[src/inc/agts_consts.vh]
// Purpose: constants of the gate turn-off sequencer
// Assumes: included by src/agts_top.v
// Notes: register map and field positions
`ifndef AGTS_CONSTS_VH
`define AGTS_CONSTS_VH
// ==========================================
// Register byte offsets
`define AGTS_OFF_CTRL 8'h00
`define AGTS_OFF_CURR 8'h04
`define AGTS_OFF_TIME 8'h08
`define AGTS_OFF_TGT 8'h0c
`define AGTS_OFF_TIME2 8'h10
`define AGTS_OFF_STAT 8'h14
// ==========================================
// Control fields
`define AGTS_MODE_LO 0
`define AGTS_FILT_BIT 2
`define AGTS_STEP_BIT 3
`define AGTS_AFW_BIT 4
`define AGTS_EN_BIT 5
`define AGTS_TM_BIT 6
`define AGTS_MAPLS_BIT 7
// ==========================================
// Reset values
`define AGTS_CTRL_RST 8'h00
`define AGTS_CURR_RST 32'h3f3f_3f20
`define AGTS_TIME_RST 32'h0a08_2004
`define AGTS_TGT_RST 16'h1010
`define AGTS_TIME2_RST 16'h1004
// ==========================================
// Current step minimum and regulation limits
`define AGTS_CUR_MIN 6'h00
`define AGTS_REG_CNT 4'h8
`define AGTS_SIGN_CHG 2'h3
`endif

[src/src/agts_top.v]
// Purpose: adaptive half-bridge turn-off sequencer with APB registers
// Assumes: PWM and comparator inputs synchronous to REF_CLK
// Notes: all times in REF_CLK cycles
// Contract
// - Delay turn-off by freewheel cross-conduction time
// - Then pre-discharge with adaptive current
// - Then discharge current, measure turn-off delay
// - Discharge ends when active interval expires
// - Active interval concurrent, complementary switch off
// - Then freewheel charge until filter, node low
// - Adapt only in the two adaptive modes
// - Clamp current between minimum and maximum
// - Enable write loads min(initial, maximum)
// - Step size one or two
// - Unfiltered: raise if long, lower if short
// - Filtered: change only on two alike
// - Measured turn-off delay is readable
// - Passive freewheel keeps complementary switch off
// - Passive: no interval at rising edge
// - Passive: interval at falling edge, as in active mode
// - Low-side mapping swaps switches and thresholds
// - One in-regulation flag in adaptive mode
// - Match counters up/down, both eight means regulated
// - Three consecutive sign changes means regulated
// - No modulation: one current per phase
// - Modulation: two parts, own currents
// - Currents are six-bit step codes
`include "agts_consts.vh"
`timescale 1ns/1ps
`default_nettype none
module agts_top #(
    parameter TW = 8 // Phase timer width
) (
    input wire REF_CLK, // Bridge clock, 100 MHz
    input wire ARST_N, // Async reset, low active
    input wire CLK_EN, // Freezes all state when low
    input wire PSEL, // APB select
    input wire PENABLE, // APB enable
    input wire PWRITE, // APB direction
    input wire [7:0] PADDR, // APB byte address
    input wire [31:0] PWDATA, // APB write data
    output reg [31:0] PRDATA, // APB read data
    output reg PREADY, // APB ready
    output reg PSLVERR, // APB error, unmapped
    input wire PWM_IN, // Mapped PWM input
    input wire SN_BELOW_LOW, // Switch node under low threshold
    input wire SN_ABOVE_HIGH, // Switch node over high threshold
    input wire TON_VALID, // Turn-on delay result strobe
    input wire TON_EQUAL, // Turn-on delay equals target
    output reg HS_SRC, // High-side gate sourcing
    output reg HS_SNK, // High-side gate sinking
    output reg [5:0] HS_CUR, // High-side gate current step
    output reg LS_SRC, // Low-side gate sourcing
    output reg LS_SNK, // Low-side gate sinking
    output reg [5:0] LS_CUR, // Low-side gate current step
    output reg REG_FLAG // Delay in regulation flag
);
// ==========================================
// States
localparam [7:0] S_OFF = 8'h01;
localparam [7:0] S_CCON = 8'h02;
localparam [7:0] S_PCHG = 8'h04;
localparam [7:0] S_ON = 8'h08;
localparam [7:0] S_SYM = 8'h10;
localparam [7:0] S_PDCHG = 8'h20;
localparam [7:0] S_DCHG = 8'h40;
localparam [7:0] S_FWON = 8'h80;
// ==========================================
// Registers
reg [7:0] ctrl_q;
reg [31:0] curr_q;
reg [31:0] time_q;
reg [15:0] tgt_q;
reg [15:0] time2_q;
reg [7:0] st_q, st_d;
reg [TW-1:0] ph_q, ph_d;
reg [TW-1:0] cc_q, cc_d;
reg cc_run_q, cc_run_d;
reg [TW-1:0] meas_q, meas_d;
reg meas_run_q, meas_run_d;
reg [TW-1:0] eff_q;
reg [5:0] pd_q;
reg [1:0] hist_q;
reg [3:0] on_cnt_q;
reg [3:0] off_cnt_q;
reg [1:0] chg_q;
reg last_sgn_q;
reg pwm_q;
reg done_q, done_d;
wire [1:0] mode = ctrl_q[`AGTS_MODE_LO+1:`AGTS_MODE_LO];
wire adapt = mode[1];
wire filt = ctrl_q[`AGTS_FILT_BIT];
wire step2 = ctrl_q[`AGTS_STEP_BIT];
wire afw = ctrl_q[`AGTS_AFW_BIT];
wire tm_en = ctrl_q[`AGTS_TM_BIT];
wire map_ls = ctrl_q[`AGTS_MAPLS_BIT];
wire [5:0] init_cur = curr_q[5:0];
wire [5:0] max_cur = curr_q[13:8];
wire [5:0] dchg_cur = curr_q[21:16];
wire [5:0] fw_cur = curr_q[29:24];
wire [TW-1:0] t_fwcc = time_q[TW-1:0];
wire [TW-1:0] t_acc = time_q[TW+7:8];
wire [TW-1:0] t_pd = time_q[TW+15:16];
wire [TW-1:0] t_vds = time_q[TW+23:24];
wire [TW-1:0] t_pc = time2_q[TW-1:0];
wire [5:0] part2_cur = time2_q[13:8];
wire [TW-1:0] t_off_tgt = tgt_q[TW-1:0];
wire node_off = map_ls ? SN_ABOVE_HIGH : SN_BELOW_LOW;
wire node_on = map_ls ? SN_BELOW_LOW : SN_ABOVE_HIGH;
wire pwm_rise = PWM_IN & ~pwm_q;
wire pwm_fall = ~PWM_IN & pwm_q;
// ==========================================
// APB slave
wire apb_acc = PSEL & PENABLE & ~PREADY;
wire apb_wr = apb_acc & PWRITE;
wire hit = (PADDR == `AGTS_OFF_CTRL) || (PADDR == `AGTS_OFF_CURR) ||
    (PADDR == `AGTS_OFF_TIME) || (PADDR == `AGTS_OFF_TGT) ||
    (PADDR == `AGTS_OFF_TIME2) || (PADDR == `AGTS_OFF_STAT);
wire en_load = apb_wr && (PADDR == `AGTS_OFF_CTRL) &&
    PWDATA[`AGTS_EN_BIT];
reg [31:0] rd_mux;
always @* begin
    rd_mux = 32'h0000_0000;
    if (PADDR == `AGTS_OFF_CTRL) begin
        rd_mux[7:0] = ctrl_q;
    end else if (PADDR == `AGTS_OFF_CURR) begin
        rd_mux = curr_q;
    end else if (PADDR == `AGTS_OFF_TIME) begin
        rd_mux = time_q;
    end else if (PADDR == `AGTS_OFF_TGT) begin
        rd_mux[15:0] = tgt_q;
    end else if (PADDR == `AGTS_OFF_TIME2) begin
        rd_mux[15:0] = time2_q;
    end else if (PADDR == `AGTS_OFF_STAT) begin
        rd_mux[TW-1:0] = eff_q;
        rd_mux[13:8] = pd_q;
        rd_mux[16] = REG_FLAG;
        rd_mux[31:24] = st_q;
    end
end
always @(posedge REF_CLK or negedge ARST_N) begin
    if (!ARST_N) begin
        PREADY <= 1'b0;
        PSLVERR <= 1'b0;
        PRDATA <= 32'h0000_0000;
        ctrl_q <= `AGTS_CTRL_RST;
        curr_q <= `AGTS_CURR_RST;
        time_q <= `AGTS_TIME_RST;
        tgt_q <= `AGTS_TGT_RST;
        time2_q <= `AGTS_TIME2_RST;
    end else if (CLK_EN) begin
        PREADY <= apb_acc;
        PSLVERR <= apb_acc & ~hit;
        if (apb_acc && !PWRITE) begin
            PRDATA <= rd_mux;
        end
        if (apb_wr) begin
            if (PADDR == `AGTS_OFF_CTRL) begin
                ctrl_q <= PWDATA[7:0];
            end else if (PADDR == `AGTS_OFF_CURR) begin
                curr_q <= PWDATA & 32'h3f3f_3f3f;
            end else if (PADDR == `AGTS_OFF_TIME) begin
                time_q <= PWDATA;
            end else if (PADDR == `AGTS_OFF_TGT) begin
                tgt_q <= PWDATA[15:0];
            end else if (PADDR == `AGTS_OFF_TIME2) begin
                time2_q <= PWDATA[15:0] & 16'h3fff;
            end
        end
    end
end
// ==========================================
// Phase sequencer
// Counters tick once per bridge clock
always @* begin
    st_d = st_q;
    ph_d = ph_q + 1'b1;
    cc_d = cc_q;
    cc_run_d = cc_run_q;
    meas_d = meas_q;
    meas_run_d = meas_run_q;
    done_d = 1'b0;
    if (cc_run_q) begin
        cc_d = cc_q + 1'b1;
    end
    if (meas_run_q) begin
        if (node_off || (&meas_q)) begin
            meas_run_d = 1'b0;
            done_d = 1'b1;
        end else begin
            meas_d = meas_q + 1'b1;
        end
    end
    case (st_q)
        S_OFF, S_FWON: begin
            if (st_q == S_FWON && ph_q >= t_vds) begin
                st_d = S_OFF;
            end
            if (pwm_rise && ctrl_q[`AGTS_EN_BIT]) begin
                ph_d = {TW{1'b0}};
                st_d = afw ? S_CCON : S_PCHG;
            end
        end
        S_CCON: begin
            if (ph_q >= t_fwcc) begin
                st_d = S_PCHG;
                ph_d = {TW{1'b0}};
            end
        end
        S_PCHG: begin
            if (ph_q >= t_pc) begin
                st_d = S_ON;
                ph_d = {TW{1'b0}};
            end
        end
        S_ON: begin
            if (pwm_fall) begin
                st_d = S_SYM;
                ph_d = {TW{1'b0}};
            end
        end
        S_SYM: begin
            if (ph_q >= t_fwcc) begin
                st_d = S_PDCHG;
                ph_d = {TW{1'b0}};
                cc_run_d = 1'b1;
                cc_d = {TW{1'b0}};
                meas_run_d = 1'b1;
                meas_d = {TW{1'b0}};
            end
        end
        S_PDCHG: begin
            if (ph_q >= t_pd) begin
                st_d = S_DCHG;
                ph_d = {TW{1'b0}};
            end
        end
        default: begin
            if (cc_q >= t_acc) begin
                cc_run_d = 1'b0;
                ph_d = {TW{1'b0}};
                st_d = afw ? S_FWON : S_OFF;
            end
        end
    endcase
    if (!ctrl_q[`AGTS_EN_BIT]) begin
        st_d = S_OFF;
        cc_run_d = 1'b0;
    end
end
// ==========================================
// Gate drive
reg act_src, act_snk, fw_src, fw_snk;
reg [5:0] act_cur, fw_i;
always @* begin
    act_src = 1'b0;
    act_snk = 1'b1;
    act_cur = dchg_cur;
    fw_src = 1'b0;
    fw_snk = 1'b1;
    fw_i = fw_cur;
    case (st_q)
        S_PCHG: begin
            act_src = 1'b1;
            act_snk = 1'b0;
            act_cur = (tm_en && ph_q >= (t_pc >> 1)) ? part2_cur : init_cur;
        end
        S_ON, S_SYM: begin
            act_src = 1'b1;
            act_snk = 1'b0;
            act_cur = max_cur;
        end
        S_PDCHG: begin
            act_cur = (tm_en && ph_q >= (t_pd >> 1)) ? part2_cur : pd_q;
        end
        S_FWON: begin
            if (node_off) begin
                fw_src = 1'b1;
                fw_snk = 1'b0;
            end
        end
        default: begin
            act_cur = dchg_cur;
        end
    endcase
    if (!afw) begin
        fw_src = 1'b0;
        fw_snk = 1'b1;
    end
end
// ==========================================
// Adaptation and regulation
wire too_long = eff_q > t_off_tgt;
wire too_short = eff_q < t_off_tgt;
wire [6:0] up_v = {1'b0, pd_q} + (step2 ? 7'h02 : 7'h01);
wire [6:0] dn_v = {1'b0, pd_q} - (step2 ? 7'h02 : 7'h01);
reg [5:0] pd_next;
reg do_up, do_dn;
always @* begin
    do_up = too_long;
    do_dn = too_short;
    if (filt) begin
        do_up = too_long & hist_q[1];
        do_dn = too_short & hist_q[0];
    end
    pd_next = pd_q;
    if (do_up) begin
        pd_next = (up_v > {1'b0, max_cur}) ? max_cur : up_v[5:0];
    end else if (do_dn) begin
        pd_next = (dn_v[6] || dn_v[5:0] < `AGTS_CUR_MIN) ? `AGTS_CUR_MIN : dn_v[5:0];
    end
    if (pd_next > max_cur) begin
        pd_next = max_cur;
    end
end
reg eval_q;
wire off_eq = eff_q == t_off_tgt;
always @(posedge REF_CLK or negedge ARST_N) begin
    if (!ARST_N) begin
        st_q <= S_OFF;
        ph_q <= {TW{1'b0}};
        cc_q <= {TW{1'b0}};
        cc_run_q <= 1'b0;
        meas_q <= {TW{1'b0}};
        meas_run_q <= 1'b0;
        eff_q <= {TW{1'b0}};
        done_q <= 1'b0;
        eval_q <= 1'b0;
        pd_q <= `AGTS_CUR_MIN;
        hist_q <= 2'b00;
        on_cnt_q <= 4'h0;
        off_cnt_q <= 4'h0;
        chg_q <= 2'b00;
        last_sgn_q <= 1'b0;
        pwm_q <= 1'b0;
        REG_FLAG <= 1'b0;
        HS_SRC <= 1'b0;
        HS_SNK <= 1'b1;
        HS_CUR <= 6'h00;
        LS_SRC <= 1'b0;
        LS_SNK <= 1'b1;
        LS_CUR <= 6'h00;
    end else if (CLK_EN) begin
        pwm_q <= PWM_IN;
        st_q <= st_d;
        ph_q <= ph_d;
        cc_q <= cc_d;
        cc_run_q <= cc_run_d;
        meas_q <= meas_d;
        meas_run_q <= meas_run_d;
        done_q <= done_d;
        eval_q <= done_q;
        if (done_q) begin
            eff_q <= meas_q;
        end
        if (en_load) begin
            pd_q <= (init_cur < max_cur) ? init_cur : max_cur;
            hist_q <= 2'b00;
        end else if (eval_q && adapt) begin
            pd_q <= pd_next;
            hist_q <= {too_long, too_short};
        end
        if (eval_q) begin
            if (off_eq) begin
                off_cnt_q <= (&off_cnt_q) ? off_cnt_q : off_cnt_q + 4'h1;
            end else if (off_cnt_q != 4'h0) begin
                off_cnt_q <= off_cnt_q - 4'h1;
            end
            if (off_eq) begin
                chg_q <= 2'b00;
            end else begin
                last_sgn_q <= too_long;
                if (too_long != last_sgn_q) begin
                    chg_q <= (chg_q == `AGTS_SIGN_CHG) ? chg_q : chg_q + 2'b01;
                end else begin
                    chg_q <= 2'b00;
                end
            end
        end
        if (TON_VALID) begin
            if (TON_EQUAL) begin
                on_cnt_q <= (&on_cnt_q) ? on_cnt_q : on_cnt_q + 4'h1;
            end else if (on_cnt_q != 4'h0) begin
                on_cnt_q <= on_cnt_q - 4'h1;
            end
        end
        REG_FLAG <= adapt && ((on_cnt_q >= `AGTS_REG_CNT &&
            off_cnt_q >= `AGTS_REG_CNT) || chg_q == `AGTS_SIGN_CHG);
        HS_SRC <= map_ls ? fw_src : act_src;
        HS_SNK <= map_ls ? fw_snk : act_snk;
        HS_CUR <= map_ls ? fw_i : act_cur;
        LS_SRC <= map_ls ? act_src : fw_src;
        LS_SNK <= map_ls ? act_snk : fw_snk;
        LS_CUR <= map_ls ? act_cur : fw_i;
    end
end
endmodule // agts_top
`default_nettype wire

[config.mk]
export PLATFORM = sky130hd
export DESIGN_NAME = agts_top
export DESIGN_NICKNAME = d
export VERILOG_FILES = /design/src/src/agts_top.v
export VERILOG_INCLUDE_DIRS = /design/src /design/src/inc
export SDC_FILE = /design/constraint.sdc
export NUM_CORES = 1
export LEC_CHECK = 0
export BUFFER_PORTS_ARGS = -buffer_cell sky130_fd_sc_hd__buf_2
export CORE_UTILIZATION = 40
export DETAILED_ROUTE_END_ITERATION = 10
export GPL_ROUTABILITY_DRIVEN = 0
export MAX_ROUTING_LAYER = met4
export PLACE_DENSITY = 0.68
export SYNTH_ARGS = -nofsm -noshare
export SYNTH_HDL_FRONTEND = slang
export SYNTH_SLANG_ARGS = --single-unit
[constraint.sdc]
create_clock -name REF_CLK -period 15.1 [get_ports REF_CLK]
set_clock_uncertainty 0.2 [all_clocks]
set_input_delay 0 -clock REF_CLK [delete_from_list [all_inputs] [get_ports REF_CLK]]
set_output_delay 0 -clock REF_CLK [all_outputs]
set_load 0.02 [all_outputs]
==> impl_metrics.yaml, run 1 <==
layout:
  sequential_cell_area_sq_mm: 0.00527
  share_of_layout_cells_above_drive_strength_1_pct: 16.9
  multi_input_comb_area_sq_mm: 0.00654
  antenna-diode-count: 0
  num-fill-cells: 2800
  area_growth_pct: 19.4
  num-nets-final: 1540
die:
  die-area_sq_mm: 0.0314
  initial_cell_density_of_the_core_pct: 41.0
  num_rows: 63
  core_area_sq_mm: 0.0300
  dieHeight_um: 177
  die_w_um: 177
  top_ports: 102
drt:
  first_pass_iters: 5
  vias: 10400
  viasPerCell: 5.78
  routed_wire_length_per_instance_um: 20.0
  remaining_drc_errors: 0
  drt_wl_total_mm: 36.0
  drt_iter0_drc: 936
  ant_nets: 0
power:
  power.net_switching_mw: 0.524
  static-leakage-power_nw: 7.05
  power_frac_clock_pct: 36.3
  switching_share_pct: 31.5
  power_per_cell_area_mw_per_mm2: 113
  pwr-share-seq_pct: 40.7
  combPwrFrac_pct: 23.0
  vdd_drop_max_mv: 0.0817
  p_int_mw: 1.14
synth:
  synth_cell_type_count: 84
  post_synth_instance_area_sq_mm: 0.0123
  post_synth_inst_count: 1238
  synth_common_cells: "178 x sky130_fd_sc_hd__dfrtp_1, 108 x sky130_fd_sc_hd__nand2_1, 102 x sky130_fd_sc_hd__nor2_1"
  synth_area_per_cell_sq_um: 9.93
  seq_area_frac_synth_pct: 42.9
  synth_top_flop_cell: "sky130_fd_sc_hd__dfrtp_1"
  synth_enable_flop_cells: 0
  synth_largest_type_area_fraction_pct: 36.2
  ys_async_sr_fraction_pct: 100
  synth_largest_area_cell: "sky130_fd_sc_hd__dfrtp_1"
  register_bit_total_from_synthesis: 209
  post_synth_main_area_contributors: "sky130_fd_sc_hd__dfrtp_1 36%, sky130_fd_sc_hd__ha_1 9.3%, sky130_fd_sc_hd__dfstp_2 6.6%"
  yosys_warnings: 0
  synthMostInstantiatedCell: "sky130_fd_sc_hd__dfrtp_1"
  number_of_nets_in_the_synthesized_netlist: 1384
sta:
  tns_ns: 0
  maximum_frequency_from_static_timing_analysis_ghz: 0.181
  worst_slew_margin_rel_pct: 19.5
  tightest_slew_ns: 1.20
  timing_hold_violations_final: 0
  finalMaxSlewViolations: 0
  fin_worst_hold_slack_ns: 0.0201
  timing.final.setup_violations: 0
  rsz0062_at_grt: "no"
  timing.final.crit_period_ns: 5.52
  fin_crit_sh_pct: 36.5
global_route:
  grt_overflow_total: 0
  grt_max_degree: 106
  first_pass_grt_wire_length_mm: 56.4
  first_global_vias: 10000
  grt_busiest_layer: "met2"
  grt_use_total_pct: 23.8
  globalRouteMet3Util_pct: 4.05
  grt.met1_usage_pct: 32.4
  groute.layer.met2.usage_pct: 36.3
  grt_antenna_before_repair: 0
setup_path:
  start_kind: "register"
  cp_max_fo: 6
  timing_worst_setup_path_type: "register to register"
  number_of_cells_on_the_critical_path: 19
  worstReg2RegEnd: "pd_q[2]"
  required_ns: 15.31
  arrival_time_reported_for_the_critical_path_endpoint_ns: 5.73
  critical_path.slowest_cell: "sky130_fd_sc_hd__a32oi_1"
  crit_path_start: "ctrl_q[3]"
  worstPathBufferInverterCount: 1
  critPathMaxStageDelay_ns: 0.62
  critical_path.cell_chain: "inv_1, ha_1, fa_1, and3_1, xor2_1, ha_1, a21o_1, a21oi_1, o21ai_1, a32oi_1, mux2i_1, mux2i_1, ha_1, nand3_1, o21bai_1, o31a_1, a22o_1, a222oi_1, a21bo_1"
  worst_r2r_path_depth: 19
  worst_reg_to_reg_setup_slack_ns: 9.58
  worst_path_most_repeated_cell: "sky130_fd_sc_hd__ha_1"
  category_of_cells_accounting_for_the_largest_share_of_critical_path_delay: "compound AO/OA/AOI/OAI gates"
  reg2reg_from: "ctrl_q[3]"
  timing.critical_path.to: "pd_q[2]"
  setup.worst_path.end_class: "register"
clocking:
  clock_tree_from_tritoncts: "built"
  cts_max_path_buffers: 3
  cts_hold_repair.buffers: 65
  cts_max_level: 1
  cts_post_setup_buffers_inserted: 0
  number_of_gates_resized_after_cts: 0
  cts_inserted_buffers: 24
  clk_transition_reported_paths_ns: 0.06
  clock_sink_count: 209
  ctsRootBufferMaster: "sky130_fd_sc_hd__clkbuf_16"
  insertion_delay_ns: 0.52
worst_hold_path:
  min_from: "PWDATA[22]"
  holdCritPathClass: "input pin to register"
run_status:
  outcome: "complete, no violations"
place:
  port-buffer-count: 101
  detailedPlacementHpwl_mm: 26.0
run:
  maxCapViolCount: 0
[layout by cell type, fill, tap and decap left out, types with 25 or more instances in the layout]
cell type	n
sky130_fd_sc_hd__dfstp_2	31
sky130_fd_sc_hd__ha_1	91
sky130_fd_sc_hd__dfrtp_1	178
sky130_fd_sc_hd__a21oi_1	50
sky130_fd_sc_hd__nand2_1	107
sky130_fd_sc_hd__dlygate4sd3_1	65
sky130_fd_sc_hd__buf_2	100
sky130_fd_sc_hd__inv_1	76
sky130_fd_sc_hd__nor2_1	101
sky130_fd_sc_hd__mux2_1	44
sky130_fd_sc_hd__mux2i_1	32
sky130_fd_sc_hd__nand3_1	28
sky130_fd_sc_hd__clkbuf_16	25
sky130_fd_sc_hd__o21ai_0	52
sky130_fd_sc_hd__o21ai_1	56
[worst register-to-register path, stage by stage, from the launching register on]
cell                       delay (ns)
sky130_fd_sc_hd__dfrtp_1         0.43
sky130_fd_sc_hd__inv_1           0.15
sky130_fd_sc_hd__ha_1            0.25
sky130_fd_sc_hd__fa_1            0.40
sky130_fd_sc_hd__and3_1          0.20
sky130_fd_sc_hd__xor2_1          0.25
sky130_fd_sc_hd__ha_1            0.30
sky130_fd_sc_hd__a21o_1          0.20
sky130_fd_sc_hd__a21oi_1         0.17
sky130_fd_sc_hd__o21ai_1         0.09
sky130_fd_sc_hd__a32oi_1         0.62
sky130_fd_sc_hd__mux2i_1         0.33
sky130_fd_sc_hd__mux2i_1         0.14
sky130_fd_sc_hd__ha_1            0.32
sky130_fd_sc_hd__nand3_1         0.10
sky130_fd_sc_hd__o21bai_1        0.10
sky130_fd_sc_hd__o31a_1          0.28
sky130_fd_sc_hd__a22o_1          0.31
sky130_fd_sc_hd__a222oi_1        0.34
sky130_fd_sc_hd__a21bo_1         0.23
[worst min path at each step]
stage,end,slack [ns],depth (start not counted)
after floorplan,HS_CUR[0],-0.50,0
after global placement,on_cnt_q[1],-0.04,1
after detailed placement,on_cnt_q[1],-0.05,1
after CTS,time_q[22],0.02,4
after global routing,time_q[19],0.05,4
final,time_q[22],0.02,4
[registers in the layout, summed over array words and instances, names as in the netlist, 6 cells and up]
register and count:
HS_CUR 6, LS_CUR 6, PRDATA 32, cc_q 8, ctrl_q 8, curr_q 24
eff_q 8, meas_q 8, pd_q 6, ph_q 8, st_q 8, tgt_q 16
time2_q 14, time_q 32
[per-stage QoR]
stage / instance area [sq um] / cells / worst slack, ns / util, % / power [mW]
after CTS: 14700 / 1802 / 9.71 / 49.0 / 1.67
after global placement: 13200 / 1693 / 9.97 / 44.1 / 1.04
after floorplan: 12300 / 1238 / 10.25 / - / 0.937
after detailed placement: 13200 / 1693 / 9.80 / 44.1 / 1.05
after global routing: 14700 / 1802 / 9.40 / 49.0 / 1.74
final: 14700 / 1802 / 9.58 / 49.0 / 1.66
[logic make-up after synthesis]
family | share of synthesized area [%]
flip-flops | 42.9
buffers and inverters | 4.12
AO/OA/AOI/OAI | 18.5
multiplexers | 8.74
adder cells (fa/ha/maj) | 9.91
AND/OR/NAND/NOR | 13.6
XOR/XNOR | 2.35
[cell type report]
cell class | count | share of cell area [%]
clock buffer | 39 | 5.23
clock inverter | 5 | 0.375
inverter | 78 | 1.99
multi-input combinational | 901 | 44.5
sequential | 209 | 35.9
tap | 390 | 3.32
timing repair buffer | 180 | 8.65
[metal layers]
layer	part of all wire [%]	vias up	routed length (um)
met1	44	5111	15900
met3	7.3	71	2640
met2	46	432	16500
met5	0	-	0
met4	2.7	0	981
li1	-	4801	-
[power by group through the flow]
| stage | logic [mW] | clock network, mW | registers, mW |
|---|---|---|---|
| after global placement | 0.359 | 0 | 0.684 |
| final | 0.384 | 0.603 | 0.677 |
| after CTS | 0.382 | 0.611 | 0.677 |
| after detailed placement | 0.367 | 0 | 0.686 |
| after floorplan | 0.256 | 0 | 0.680 |
| after global routing | 0.428 | 0.632 | 0.684 |
No activity file was read; power rests on OpenSTA's default activity.
==> run 2, diff against run 1 <==
PLACE_DENSITY = 0.7   (was 0.68)
clock period = 4.5 ns   (was 15.1 ns; I/O delays follow)
==> run 2 against run 1 <==
Net effect: the run now ends with hold timing, setup timing left; sequential share of layout area shrank 0.70 points; global-route usage up 0.90 points; utilization grew 0.97 points; register-to-register slack lost 9.8 ns; via count grew 2.1%; total power rose to 3.4 times the previous value; non-clock buffer count rose by 32; routed wire length increased by 3.2%; flip-flop and latch count unchanged; die area unchanged; critical path type unchanged; highest routed layer unchanged.
==> impl_metrics.yaml, run 2 (synthesis gave the netlist of run 1 again) <==
drt:
  viasPerCell: 5.79
  vias: 10600
  remaining_drc_errors: 0
  routed_wire_length_per_instance_um: 20.3
  drt_iter0_drc: 827
  first_pass_iters: 8
  ant_nets: 0
  drt_wl_total_mm: 37.2
layout:
  sequential_cell_area_sq_mm: 0.00527
  share_of_layout_cells_above_drive_strength_1_pct: 19.8
  reg.largest.list: "PRDATA x32, time_q x32, curr_q x24"
  num-fill-cells: 2751
  num-nets-final: 1573
  final_common_cell: "sky130_fd_sc_hd__dfrtp_1"
  final-instance-count-excl-fill: 1836
  postLayoutCoreUtil_pct: 50.0
  area_growth_pct: 21.7
  mostFrequentLayoutCells: "178 x sky130_fd_sc_hd__dfrtp_1, 107 x sky130_fd_sc_hd__nand2_1, 101 x sky130_fd_sc_hd__nor2_1"
  antenna-diode-count: 0
  multi_input_comb_area_sq_mm: 0.00660
die:
  core_area_sq_mm: 0.0300
  die-area_sq_mm: 0.0314
  dieHeight_um: 177
  num_rows: 63
  initial_cell_density_of_the_core_pct: 41.0
  top_ports: 102
  die_w_um: 177
worst_hold_path:
  holdCritPathClass: "input pin to async pin"
clocking:
  clock_sink_count: 209
  cts_max_level: 1
  cts_max_path_buffers: 3
  insertion_delay_ns: 0.53
  ctsRootBufferMaster: "sky130_fd_sc_hd__clkbuf_16"
  clock_tree_from_tritoncts: "built"
  cts_inserted_buffers: 25
  clk_transition_reported_paths_ns: 0.06
sta:
  tightest_slew_ns: 1.06
  worst_slack_ns: -0.191
  rsz0062_at_grt: "yes"
  tns_ns: -0.819
  timing.final.crit_period_ns: 4.69
  finalMaxSlewViolations: 0
  fin_worst_hold_slack_ns: -0.00705
  maximum_frequency_from_static_timing_analysis_ghz: 0.213
  timing.final.setup_violations: 6
  fin_crit_sh_pct: 104
  timing_hold_violations_final: 2
  worst_slew_margin_rel_pct: 29.5
place:
  port-buffer-count: 101
  detailedPlacementHpwl_mm: 26.5
  post-place-cells: 1716
global_route:
  grt_max_degree: 119
  first_pass_grt_wire_length_mm: 58.5
  grt_overflow_total: 0
  first_global_vias: 10600
  grt_antenna_before_repair: 0
  grt_use_total_pct: 24.7
setup_path:
  required_ns: 4.72
  setup.worst_path.end_class: "register"
  start_kind: "register"
  timing_worst_setup_path_type: "register to register"
  cp_max_fo: 6
  arrival_time_reported_for_the_critical_path_endpoint_ns: 4.91
run_status:
  outcome: "finished with violations"
  failing_checks: "hold timing, setup timing"
power:
  static-leakage-power_nw: 7.22
  vdd_drop_max_mv: 0.356
  finalPower_mw: 5.60
  power_per_cell_area_mw_per_mm2: 374
run:
  maxCapViolCount: 0
-- run 2: changes by cell type in the layout (fill, tap and decap cells not counted), sizes merged --
cell	before	now
clkbuf	40	41
dlygate4sd3	65	58
buf	114	153
clkinvlp	2	0
inv	78	79
clkinv	2	4
-- run 2: per-stage QoR --
step,setup WS (ns),area (sq um)
after floorplan,-0.0273,12300
after global placement,0.000766,13400
after detailed placement,-0.133,13400
after CTS,-0.0643,14900
after global routing,-0.433,15000
final,-0.191,15000
-- run 2: what timing repair did --
action                                 4_1_cts  5_1_grt
gates resized for setup                      6        1
setup endpoints to repair                    5        6
pin swaps                                    8        7
buffers inserted                             9        7
hold buffers                                58        0
endpoints found under the hold margin      272        0
-- run 2: path summary, 6_finish.rpt --
check / startpoint / to / slack [ns] / cells past startpoint
max in group asynchronous: ARST_N / tgt_q[12] / 3.05 / 3
hold reg to reg: PRDATA[11] / PRDATA[11] / 0.27 / 1
setup reg to reg: pd_q[0] / pd_q[4] / -0.19 / 19
min in group REF_CLK: PWDATA[19] / time_q[19] / 0.03 / 4
setup / recovery: pd_q[0] / pd_q[4] / -0.19 / 19
hold / removal: ARST_N / HS_SRC / -0.007 / 2
-- run 2: worst max-delay path: stages, from the launching register on --
cell and delay, ns:
sky130_fd_sc_hd__dfrtp_1 0.41, sky130_fd_sc_hd__ha_4 0.18, sky130_fd_sc_hd__fa_2 0.38, sky130_fd_sc_hd__buf_4 0.14, sky130_fd_sc_hd__buf_4 0.12, sky130_fd_sc_hd__xor2_1 0.17, sky130_fd_sc_hd__ha_1 0.33, sky130_fd_sc_hd__nand3_1 0.07
sky130_fd_sc_hd__or2_1 0.23, sky130_fd_sc_hd__a32oi_2 0.17, sky130_fd_sc_hd__buf_6 0.16, sky130_fd_sc_hd__mux2i_1 0.19, sky130_fd_sc_hd__mux2i_1 0.13, sky130_fd_sc_hd__ha_1 0.37, sky130_fd_sc_hd__a21oi_2 0.17, sky130_fd_sc_hd__o21bai_1 0.09
sky130_fd_sc_hd__o31a_1 0.26, sky130_fd_sc_hd__a22o_1 0.29, sky130_fd_sc_hd__a222oi_1 0.31, sky130_fd_sc_hd__a21bo_1 0.23
-- run 2: metal layers --
layer,GRT usage [%],routed length [um]
met4,9.97,1490
met1,32.3,16000
met2,38.4,17100
met3,3.81,2590
met5,-,0
-- run 2: cell type report --
class                           instances  area share, %
Multi-Input combinational cell        901           44.1
Sequential cell                       209           35.2
Timing Repair Buffer                  212           10.1
Clock buffer                           40           5.02
Tap cell                              390           3.26
Inverter                               78           1.96
Clock inverter                          6          0.393
-- run 2: power by group --
part           switching, mW  total (mW)  internal [mW]
combinational          0.742        1.31          0.569
clock                  0.812        2.01           1.20
sequential             0.228        2.27           2.05
